**config.mk**
```make
export PLATFORM = sky130hd
export DESIGN_NAME = ccs_top
export DESIGN_NICKNAME = d
export VERILOG_FILES = /design/src/rtl/ccs_top.v /design/src/rtl/ccs_nvm.v /design/src/rtl/ccs_tcal.v
export VERILOG_INCLUDE_DIRS = /design/src /design/src/rtl
export SDC_FILE = /design/constraint.sdc
export NUM_CORES = 2
export LEC_CHECK = 0
export ABC_AREA = 1
export BUFFER_PORTS_ARGS = -buffer_cell sky130_fd_sc_hd__buf_2
export CAP_MARGIN = 5
export CORE_UTILIZATION = 60
export CTS_CLUSTER_DIAMETER = 40
export DETAILED_ROUTE_END_ITERATION = 7
export PLACE_DENSITY = 0.79
export SLEW_MARGIN = 10
export SYNTH_ARGS = -nofsm -noshare
export SYNTH_HDL_FRONTEND = slang
export SYNTH_HIERARCHICAL = 1
export SYNTH_SLANG_ARGS = --single-unit
export TNS_END_PERCENT = 30
```
**constraint.sdc**
```tcl
create_clock -name mclk -period 8.06 [get_ports mclk]
set_clock_uncertainty 0.15 [all_clocks]
set_input_delay 0.403 -clock mclk [delete_from_list [all_inputs] [get_ports mclk]]
set_output_delay 0.403 -clock mclk [all_outputs]
set_load 0.005 [all_outputs]
```
**src/rtl/ccs_map.vh**
```
// Address map, field layout and reset values of the calibration coefficient store.
`ifndef CCS_MAP_VH
`define CCS_MAP_VH

// ----------------------------------------------------------------------
// Word indices on the register bus
// ----------------------------------------------------------------------
`define CCS_W_SLOT 8'h02
`define CCS_W_TCAL 8'h04
`define CCS_W_TSEL 8'h09
`define CCS_W_SF2B2 8'h2e
`define CCS_W_B1 8'h2f
`define CCS_W_B0 8'h30
`define CCS_W_SF1 8'h31
`define CCS_W_SF0 8'h32
`define CCS_W_MID_TEMPERATURE_POINT 8'h33
`define CCS_W_CMD 8'h40
`define CCS_W_STAT 8'h41
`define CCS_W_TOUT 8'h42
`define CCS_W_ROUT 8'h43

// ----------------------------------------------------------------------
// Compact storage indices
// ----------------------------------------------------------------------
`define CCS_I_SLOT 4'h0
`define CCS_I_TCAL 4'h1
`define CCS_I_TSEL 4'h2
`define CCS_I_SF2B2 4'h3
`define CCS_I_B1 4'h4
`define CCS_I_B0 4'h5
`define CCS_I_SF1 4'h6
`define CCS_I_SF0 4'h7
`define CCS_I_MID_TEMPERATURE_POINT 4'h8
`define CCS_I_LAST 4'h8
`define CCS_I_BAD 4'hf
`define CCS_I_ONE 4'h1

// ----------------------------------------------------------------------
// Fields
// ----------------------------------------------------------------------
`define CCS_SLOT_HI 15
`define CCS_SLOT_LO 8
`define CCS_BYP_BIT 27
`define CCS_GAIN_HI 13
`define CCS_GAIN_LO 2
`define CCS_OFS_HI 27
`define CCS_OFS_LO 16
`define CCS_TSEL_BIT 2
`define CCS_GAIN_FRAC 9
`define CCS_HALF_HI 31
`define CCS_HALF_LO 16
`define CCS_LOW_HI 15
`define CCS_C30_HI 29
`define CCS_MID_TEMPERATURE_POINT_HI 19
`define CCS_CMD_HI 7
`define CCS_ST_BUSY 0
`define CCS_ST_READY 1
`define CCS_ST_PEND 2
`define CCS_ST_ERR 3

// ----------------------------------------------------------------------
// Reset and factory values
// ----------------------------------------------------------------------
`define CCS_DEF_SLOT 32'h0000_0100
`define CCS_DEF_TCAL 32'h0000_2000
`define CCS_DEF_ZERO 32'h0000_0000
`define CCS_SLOT_FULL 8'hff
`define CCS_T_MAX 16'hffff

`endif

```
**src/rtl/ccs_top.v**
```verilog
// Calibration coefficient store: system registers, programming control, outputs.
//
// The placing of the registers and the Avalon-MM slave port were chosen for this implementation.
`timescale 1ns/100ps
`default_nettype none
`include "ccs_map.vh"
module ccs_top (
  // Clock and resets
  input wire mclk,
  input wire rst_b,
  input wire nvm_clear_b,
  // Avalon-MM slave
  input wire [7:0] avs_address,
  input wire avs_read,
  input wire avs_write,
  input wire [31:0] avs_writedata,
  input wire [3:0] avs_byteenable,
  output reg [31:0] avs_readdata,
  output reg avs_waitrequest,
  // Sensor data
  input wire [15:0] raw_temp,
  input wire [23:0] raw_rate,
  input wire [23:0] comp_rate,
  // Outputs
  output wire [15:0] temp_out,
  output reg [23:0] rate_out,
  output reg data_ready,
  // Active rate compensation coefficients
  output reg [15:0] scale_coef_quadratic,
  output reg [15:0] bias_coef_quadratic,
  output reg [29:0] bias_coef_linear,
  output reg [29:0] bias_coef_constant,
  output reg [29:0] scale_coef_linear,
  output reg [29:0] scale_coef_constant,
  output reg [19:0] mid_temperature_point
);
  localparam ST_LOAD = 4'b0001;
  localparam ST_IDLE = 4'b0010;
  localparam ST_PROG = 4'b0100;
  localparam ST_COPY = 4'b1000;

  reg [31:0] sys_r [0:8];
  reg [3:0] state_r;
  reg [3:0] state_nxt;
  reg [3:0] idx_r;
  reg [3:0] prog_idx_r;
  reg [7:0] nvm_slot_r;
  reg err_r;
  reg err_set;
  reg wr_prog;
  reg wr_eff;
  reg pend_set;
  reg pend_clr;
  reg [31:0] rd_mux;
  integer b;

  wire [3:0] bus_idx;
  wire [3:0] cmd_idx;
  wire [31:0] rd_prog_data;
  wire [31:0] rd_eff_data;
  wire pend;
  wire req;
  wire acc;
  wire acc_wr;
  wire cmd_go;
  wire slot_full;
  wire [7:0] slot_new;
  wire slot_ok;
  wire [3:0] wr_idx;
  wire [31:0] wr_data;

  // ----------------------------------------------------------------------
  // Address decode
  // ----------------------------------------------------------------------
  function [3:0] word_to_idx;
    input [7:0] a;
    begin
      case (a)
        `CCS_W_SLOT: word_to_idx = `CCS_I_SLOT;
        `CCS_W_TCAL: word_to_idx = `CCS_I_TCAL;
        `CCS_W_TSEL: word_to_idx = `CCS_I_TSEL;
        `CCS_W_SF2B2: word_to_idx = `CCS_I_SF2B2;
        `CCS_W_B1: word_to_idx = `CCS_I_B1;
        `CCS_W_B0: word_to_idx = `CCS_I_B0;
        `CCS_W_SF1: word_to_idx = `CCS_I_SF1;
        `CCS_W_SF0: word_to_idx = `CCS_I_SF0;
        `CCS_W_MID_TEMPERATURE_POINT: word_to_idx = `CCS_I_MID_TEMPERATURE_POINT;
        default: word_to_idx = `CCS_I_BAD;
      endcase
    end
  endfunction

  assign bus_idx = word_to_idx(avs_address);
  assign cmd_idx = word_to_idx(avs_writedata[`CCS_CMD_HI:0]);
  assign req = avs_read | avs_write;
  // A request completes at the edge where waitrequest is seen low.
  assign acc = req & ~avs_waitrequest;
  assign acc_wr = acc & avs_write;
  assign cmd_go = acc_wr & (avs_address == `CCS_W_CMD);

  // ----------------------------------------------------------------------
  // Slot accounting
  // ----------------------------------------------------------------------
  assign slot_full = (nvm_slot_r == `CCS_SLOT_FULL);
  assign slot_new = sys_r[`CCS_I_SLOT][`CCS_SLOT_HI:`CCS_SLOT_LO];
  // Only a single thermometer step is accepted as a slot advance.
  assign slot_ok = (slot_new == {nvm_slot_r[6:0], 1'b1});

  // ----------------------------------------------------------------------
  // Nonvolatile store
  // ----------------------------------------------------------------------
  assign wr_idx = state_r[3] ? idx_r : prog_idx_r;
  assign wr_data = state_r[3] ? rd_prog_data : sys_r[prog_idx_r];

  ccs_nvm u_nvm (
    .mclk(mclk),
    .nvm_clear_b(nvm_clear_b),
    .wr_prog(wr_prog),
    .wr_eff(wr_eff),
    .wr_idx(wr_idx),
    .wr_data(wr_data),
    .pend_set(pend_set),
    .pend_clr(pend_clr),
    .rd_idx(idx_r),
    .rd_prog_data(rd_prog_data),
    .rd_eff_data(rd_eff_data),
    .pend_r(pend)
  );

  // ----------------------------------------------------------------------
  // Control sequence
  // ----------------------------------------------------------------------
  always @* begin
    state_nxt = state_r;
    wr_prog = 1'b0;
    wr_eff = 1'b0;
    pend_set = 1'b0;
    pend_clr = 1'b0;
    err_set = 1'b0;
    case (state_r)
      ST_LOAD: begin
        if (idx_r == `CCS_I_LAST)
          state_nxt = ST_IDLE;
      end
      ST_IDLE: begin
        if (cmd_go) begin
          // Refuse unknown words and anything once all slots are used.
          if (cmd_idx == `CCS_I_BAD || slot_full)
            err_set = 1'b1;
          else
            state_nxt = ST_PROG;
        end
      end
      ST_PROG: begin
        state_nxt = ST_IDLE;
        if (prog_idx_r == `CCS_I_SLOT) begin
          if (slot_ok) begin
            wr_eff = 1'b1;
            if (pend)
              state_nxt = ST_COPY;
          end else begin
            err_set = 1'b1;
          end
        end else if (prog_idx_r >= `CCS_I_SF2B2) begin
          // Rate coefficients wait in the staged bank until the slot advance.
          wr_prog = 1'b1;
          pend_set = 1'b1;
        end else begin
          wr_eff = 1'b1;
        end
      end
      ST_COPY: begin
        wr_eff = 1'b1;
        if (idx_r == `CCS_I_LAST) begin
          pend_clr = 1'b1;
          state_nxt = ST_IDLE;
        end
      end
      default: state_nxt = ST_LOAD;
    endcase
  end

  always @(posedge mclk) begin
    if (!rst_b) begin
      state_r <= ST_LOAD;
      idx_r <= `CCS_I_SLOT;
      prog_idx_r <= `CCS_I_SLOT;
      data_ready <= 1'b0;
    end else begin
      state_r <= state_nxt;
      if (state_r == ST_LOAD && idx_r == `CCS_I_LAST)
        data_ready <= 1'b1;
      if (cmd_go)
        prog_idx_r <= cmd_idx;
      if (state_r == ST_PROG)
        idx_r <= `CCS_I_SF2B2;
      else if ((state_r == ST_LOAD || state_r == ST_COPY) && idx_r != `CCS_I_LAST)
        idx_r <= idx_r + `CCS_I_ONE;
    end
  end

  // ----------------------------------------------------------------------
  // System registers
  // ----------------------------------------------------------------------
  // Reads are held off until the load is done, so no reset is needed here.
  always @(posedge mclk) begin
    if (state_r == ST_LOAD) begin
      sys_r[idx_r] <= rd_eff_data;
    end else if (acc_wr && bus_idx != `CCS_I_BAD) begin
      for (b = 0; b < 4; b = b + 1) begin
        if (avs_byteenable[b])
          sys_r[bus_idx][8*b +: 8] <= avs_writedata[8*b +: 8];
      end
    end
  end

  always @(posedge mclk) begin
    if (!rst_b)
      nvm_slot_r <= 8'h00;
    else if (state_r == ST_LOAD && idx_r == `CCS_I_SLOT)
      nvm_slot_r <= rd_eff_data[`CCS_SLOT_HI:`CCS_SLOT_LO];
    else if (state_r == ST_PROG && prog_idx_r == `CCS_I_SLOT && slot_ok)
      nvm_slot_r <= slot_new;
  end

  // A new error in the clearing cycle stays set.
  always @(posedge mclk) begin
    if (!rst_b)
      err_r <= 1'b0;
    else if (err_set)
      err_r <= 1'b1;
    else if (acc_wr && avs_address == `CCS_W_STAT && avs_writedata[`CCS_ST_ERR])
      err_r <= 1'b0;
  end

  // ----------------------------------------------------------------------
  // Active rate coefficients
  // ----------------------------------------------------------------------
  // Taken only while loading, so new values act after the next reset.
  always @(posedge mclk) begin
    if (!rst_b) begin
      scale_coef_quadratic <= 16'h0000;
      bias_coef_quadratic <= 16'h0000;
      bias_coef_linear <= 30'h0000_0000;
      bias_coef_constant <= 30'h0000_0000;
      scale_coef_linear <= 30'h0000_0000;
      scale_coef_constant <= 30'h0000_0000;
      mid_temperature_point <= 20'h0_0000;
    end else if (state_r == ST_LOAD) begin
      case (idx_r)
        `CCS_I_SF2B2: begin
          scale_coef_quadratic <= rd_eff_data[`CCS_HALF_HI:`CCS_HALF_LO];
          bias_coef_quadratic <= rd_eff_data[`CCS_LOW_HI:0];
        end
        `CCS_I_B1: bias_coef_linear <= rd_eff_data[`CCS_C30_HI:0];
        `CCS_I_B0: bias_coef_constant <= rd_eff_data[`CCS_C30_HI:0];
        `CCS_I_SF1: scale_coef_linear <= rd_eff_data[`CCS_C30_HI:0];
        `CCS_I_SF0: scale_coef_constant <= rd_eff_data[`CCS_C30_HI:0];
        `CCS_I_MID_TEMPERATURE_POINT: mid_temperature_point <= rd_eff_data[`CCS_MID_TEMPERATURE_POINT_HI:0];
        default: mid_temperature_point <= mid_temperature_point;
      endcase
    end
  end

  // ----------------------------------------------------------------------
  // Outputs
  // ----------------------------------------------------------------------
  ccs_tcal u_tcal (
    .mclk(mclk),
    .rst_b(rst_b),
    .raw_temp(raw_temp),
    .gain(sys_r[`CCS_I_TCAL][`CCS_GAIN_HI:`CCS_GAIN_LO]),
    .offset(sys_r[`CCS_I_TCAL][`CCS_OFS_HI:`CCS_OFS_LO]),
    .cal_en(data_ready & sys_r[`CCS_I_TSEL][`CCS_TSEL_BIT]),
    .temp_r(temp_out)
  );

  always @(posedge mclk) begin
    if (!rst_b || !data_ready)
      rate_out <= 24'h00_0000;
    else if (sys_r[`CCS_I_SLOT][`CCS_BYP_BIT])
      rate_out <= raw_rate;
    else
      rate_out <= comp_rate;
  end

  // ----------------------------------------------------------------------
  // Bus answer
  // ----------------------------------------------------------------------
  always @* begin
    rd_mux = `CCS_DEF_ZERO;
    if (bus_idx != `CCS_I_BAD)
      rd_mux = sys_r[bus_idx];
    else if (avs_address == `CCS_W_STAT) begin
      rd_mux[`CCS_SLOT_HI:`CCS_SLOT_LO] = nvm_slot_r;
      rd_mux[`CCS_ST_BUSY] = ~state_r[1];
      rd_mux[`CCS_ST_READY] = data_ready;
      rd_mux[`CCS_ST_PEND] = pend;
      rd_mux[`CCS_ST_ERR] = err_r;
    end else if (avs_address == `CCS_W_TOUT)
      rd_mux[15:0] = temp_out;
    else if (avs_address == `CCS_W_ROUT)
      rd_mux[23:0] = rate_out;
  end

  // One wait cycle per request; none is answered outside the idle state.
  always @(posedge mclk) begin
    if (!rst_b) begin
      avs_waitrequest <= 1'b1;
      avs_readdata <= `CCS_DEF_ZERO;
    end else if (avs_waitrequest && req && state_r == ST_IDLE) begin
      avs_waitrequest <= 1'b0;
      // Writes leave the last read answer standing on the data lines.
      if (avs_read)
        avs_readdata <= rd_mux;
    end else begin
      avs_waitrequest <= 1'b1;
    end
  end
endmodule
`default_nettype wire

```
**src/rtl/ccs_nvm.v**
```verilog
// Nonvolatile word store with staged and effective banks.
`timescale 1ns/100ps
`default_nettype none
`include "ccs_map.vh"
module ccs_nvm (
  // Clock and factory erase
  input wire mclk,
  input wire nvm_clear_b,
  // Programming port
  input wire wr_prog,
  input wire wr_eff,
  input wire [3:0] wr_idx,
  input wire [31:0] wr_data,
  input wire pend_set,
  input wire pend_clr,
  // Read port
  input wire [3:0] rd_idx,
  output wire [31:0] rd_prog_data,
  output wire [31:0] rd_eff_data,
  output reg pend_r
);
  reg [31:0] prog_mem [0:8];
  reg [31:0] eff_mem [0:8];
  reg [8:0] prog_ok_r;
  reg [8:0] eff_ok_r;

  // ----------------------------------------------------------------------
  // Factory contents
  // ----------------------------------------------------------------------
  // Unwritten words read as factory values, so the arrays need no reset.
  function [31:0] dflt;
    input [3:0] i;
    begin
      case (i)
        `CCS_I_SLOT: dflt = `CCS_DEF_SLOT;
        `CCS_I_TCAL: dflt = `CCS_DEF_TCAL;
        default: dflt = `CCS_DEF_ZERO;
      endcase
    end
  endfunction

  always @(posedge mclk) begin
    if (wr_prog)
      prog_mem[wr_idx] <= wr_data;
    if (wr_eff)
      eff_mem[wr_idx] <= wr_data;
  end

  // The device reset leaves these alone; only a factory erase clears the valid bits, and pend_r also clears at the end of a copy.
  always @(posedge mclk) begin
    if (!nvm_clear_b) begin
      prog_ok_r <= 9'h000;
      eff_ok_r <= 9'h000;
      pend_r <= 1'b0;
    end else begin
      if (wr_prog)
        prog_ok_r[wr_idx] <= 1'b1;
      if (wr_eff)
        eff_ok_r[wr_idx] <= 1'b1;
      if (pend_set)
        pend_r <= 1'b1;
      else if (pend_clr)
        pend_r <= 1'b0;
    end
  end

  assign rd_prog_data = prog_ok_r[rd_idx] ? prog_mem[rd_idx] : dflt(rd_idx);
  assign rd_eff_data = eff_ok_r[rd_idx] ? eff_mem[rd_idx] : dflt(rd_idx);
endmodule
`default_nettype wire

```
**src/rtl/ccs_tcal.v**
```verilog
// First-order temperature calibration with raw pass-through.
`timescale 1ns/100ps
`default_nettype none
`include "ccs_map.vh"
module ccs_tcal (
  // Clock and reset
  input wire mclk,
  input wire rst_b,
  // Raw sample and coefficients
  input wire [15:0] raw_temp,
  input wire [11:0] gain,
  input wire [11:0] offset,
  input wire cal_en,
  // Result
  output reg [15:0] temp_r
);
  wire [27:0] prod;
  wire [19:0] scaled;

  assign prod = gain * raw_temp;
  // Nine fraction bits drop here, leaving 20 LSB per degree.
  assign scaled = {1'b0, prod[27:`CCS_GAIN_FRAC]} + {8'h00, offset};

  // Saturation keeps a large offset from wrapping to a cold reading.
  always @(posedge mclk) begin
    if (!rst_b)
      temp_r <= 16'h0000;
    else if (!cal_en)
      temp_r <= raw_temp;
    else if (scaled[19:16] != 4'h0)
      temp_r <= `CCS_T_MAX;
    else
      temp_r <= scaled[15:0];
  end
endmodule
`default_nettype wire

```
==> impl_metrics.py <==
metrics = {
    "status": {
        "status": "complete, no violations",
    },
    "yosys": {
        "synth_top_area_frac": 0.456,
        "synth-async-reset-ratio": 0,
        "synth_area_per_cell_sq_um": 8.88,
        "synth_area_sq_mm": 0.0632,
        "synthTopCellsByArea": "edfxtp_1, nand2_1, dfxtp_1, inv_1, nand3_1",
        "ys_types": 53,
        "ys_warn_count": 6,
        "syn_nets": 7456,
        "yosys.area.top_type": "edfxtp_1",
        "synth_flop_cell": "edfxtp_1",
        "synth_edf_count": 960,
        "seq_area_frac_synth": 0.548,
        "synth-seq-cells": 1250,
        "syn_inst": 7124,
    },
    "routing": {
        "drc_errors": 0,
        "num_vias": 53700,
        "via_per_inst": 6.05,
        "antenna_left": 0,
        "drt-total-wl_um": 205000,
        "wl_per_cell_um": 23.1,
        "first_iter_violations": 7929,
        "first_pass_iters": 6,
    },
    "worst_setup_path": {
        "path_class": "reg2reg",
        "r2r_slack_ns": 1.13,
        "cp_common_cell": "nand2_1",
        "endpoint_kind": "flip-flop",
        "start_kind": "flip-flop",
        "crit_slowest_cell": "edfxtp_1",
        "crit_fanout": 18,
        "crit_path_max_incr_delay_ns": 0.79,
        "crit_arrival_ns": 7.41,
        "required_ns": 8.55,
    },
    "global_routing": {
        "antenna_found_initial": 9,
        "grt_max_degree": 133,
        "grt_pass1_wl_um": 305000,
        "met1_usage": 0.491,
        "grt_pass1_vias": 51900,
        "grtUsageMet3": 0.0934,
        "top_usage_layer": "met2",
        "track_usage": 0.378,
        "grt_remaining_overflow": 0,
        "grt_util_met2": 0.569,
    },
    "floorplanning": {
        "start_util": 0.608,
        "core_area_sq_mm": 0.104,
        "chipWidth_um": 327,
        "die-area_sq_mm": 0.107,
        "row_count": 118,
        "die_y_um": 327,
        "io_pins": 359,
    },
    "final_layout": {
        "drive_above_1_share": 0.106,
        "final_util": 0.683,
        "area_growth_pct": 12.3,
        "layout.nets": 7710,
        "layout_common_cells": "nand2_1, edfxtp_1, inv_1",
        "layout.cells.non_filler": 8876,
        "final_common_cell": "nand2_1",
    },
    "sta": {
        "hold_slack_ns": 0.0541,
        "hold_violations": 0,
        "fmax_ghz": 0.144,
        "setup_viol": 0,
        "setup_tns_ns": 0,
        "finalCritPeriodShare": 0.859,
        "rsz0062_at_grt": "false",
        "worst_pin_slew_ns": 1.36,
        "slew_headroom": 0.0904,
        "fin_crit_ns": 6.93,
        "slew_viol_final": 0,
    },
    "cts": {
        "clockRootBuffer": "clkbuf_16",
        "clk_latency_ns": 0.76,
        "htreeDepth": 4,
        "numCtsBuffers": 142,
        "cts_tree": "yes",
        "clk_path_buf_depth": 3,
        "clk_pin_slew_ns": 0.06,
        "clkSinkCount": 1250,
        "post_cts_buffers": 0,
    },
    "run": {
        "maxCapViolCount": 0,
    },
    "place": {
        "gp_congestion": 0.972,
        "dp_cells": 8554,
        "hpwl_um": 129000,
        "io_buffers": 358,
    },
    "worst_hold_path": {
        "hold_class": "in2reg",
    },
}
-- cell usage after synthesis (4+ instances only) --
master / instances
nand3b_1: 27
nand2_2: 26
a221oi_1: 5
clkbuf_1: 219
xnor2_1: 15
o311ai_0: 15
inv_1: 898
nand2_4: 7
buf_1: 33
o22ai_1: 6
edfxtp_1: 960
nor3_1: 21
ha_1: 79
o21ai_2: 10
inv_2: 16
fa_1: 140
buf_6: 19
o21a_1: 11
nor2_2: 8
o211ai_1: 60
nor2_4: 9
xor2_1: 16
nand3_1: 592
buf_2: 113
dfxtp_1: 290
o21ai_0: 405
o21ai_1: 32
nor3_2: 4
a31oi_1: 16
buf_4: 29
o311ai_1: 4
nand2_1: 2187
nand4_1: 43
a21oi_1: 399
a211oi_1: 30
nor2_1: 343
-- per-layer routing --
layer / share of wire / up-vias
li1: - / 23800
met3: 0.14 / 820
met4: 0.069 / 10
met5: 0.00029 / -
met2: 0.44 / 4104
met1: 0.35 / 25000
-- path summary, 6_finish.rpt --
path | startpoint | to | depth (start not counted)
worst min-delay path | avs_writedata[10] | sys_r[0][10] | 4
worst max-delay path | sys_r[1][5] | u_tcal/temp_r[0] | 33
worst max register to register | sys_r[1][5] | u_tcal/temp_r[0] | 33
worst min register to register | u_nvm/prog_ok_r[2] | u_nvm/prog_ok_r[2] | 2
-- final cells by class --
type	count	area, sq um
Tap cell	1380	1730
Fill cell	7825	32900
Inverter	917	3450
Clock inverter	83	861
Multi-Input combinational cell	4544	23300
Timing Repair Buffer	523	3220
Sequential cell	1250	34600
Clock buffer	177	3810
Antenna cell	2	5.00
-- kinds of logic after synthesis --
logic type | count (synthesis) | share of synthesized area
AND/OR/NAND/NOR | 3285 | 0.216
XOR/XNOR | 31 | 0.00429
flip-flops | 1250 | 0.548
AO/OA/AOI/OAI | 1009 | 0.0875
adder cells (fa/ha/maj) | 219 | 0.0599
buffers and inverters | 1330 | 0.0851
-- metrics by stage --
| step | setup slack (ns) | cell area (sq um) |
|---|---|---|
| floorplan | 1.76 | 63200 |
| global placement | 1.31 | 65700 |
| detailed placement | 1.23 | 65700 |
| CTS | 1.19 | 71000 |
| global route | 0.507 | 71000 |
| finish | 1.13 | 71000 |
-- worst max-delay path, delay by kind of cell (launching register included) --
| family | cells | cell delay [ns] |
|---|---|---|
| flops | 1 | 0.79 |
| compound gates | 3 | 0.64 |
| fa+ha+maj | 7 | 3.20 |
| simple gates | 15 | 1.40 |
| xor+xnor | 1 | 0.20 |
| buf+inv | 7 | 0.39 |
-- flip-flops by register name, summed over array words and instances, names as in the netlist, 8 cells and up, named ones only --
| register | count |
|---|---|
| bias_coef_linear | 30 |
| scale_coef_constant | 30 |
| scale_coef_linear | 30 |
| u_tcal/temp_r | 16 |
| u_nvm/eff_mem | 288 |
| scale_coef_quadratic | 16 |
| avs_readdata | 32 |
| mid_temperature_point | 20 |
| u_nvm/prog_ok_r | 9 |
| rate_out | 24 |
| bias_coef_quadratic | 16 |
| sys_r | 384 |
| nvm_slot_r | 8 |
| u_nvm/eff_ok_r | 9 |
| bias_coef_constant | 30 |
| u_nvm/prog_mem | 288 |
-- timing repair --
action	4_1_cts	5_1_grt
gates resized for setup	0	0
hold buffers	59	0
hold endpoints to repair	85	0
Power is left out: the tool's default activity adds up to more than one toggle a clock period on the data nets, which glitch-free logic cannot reach.
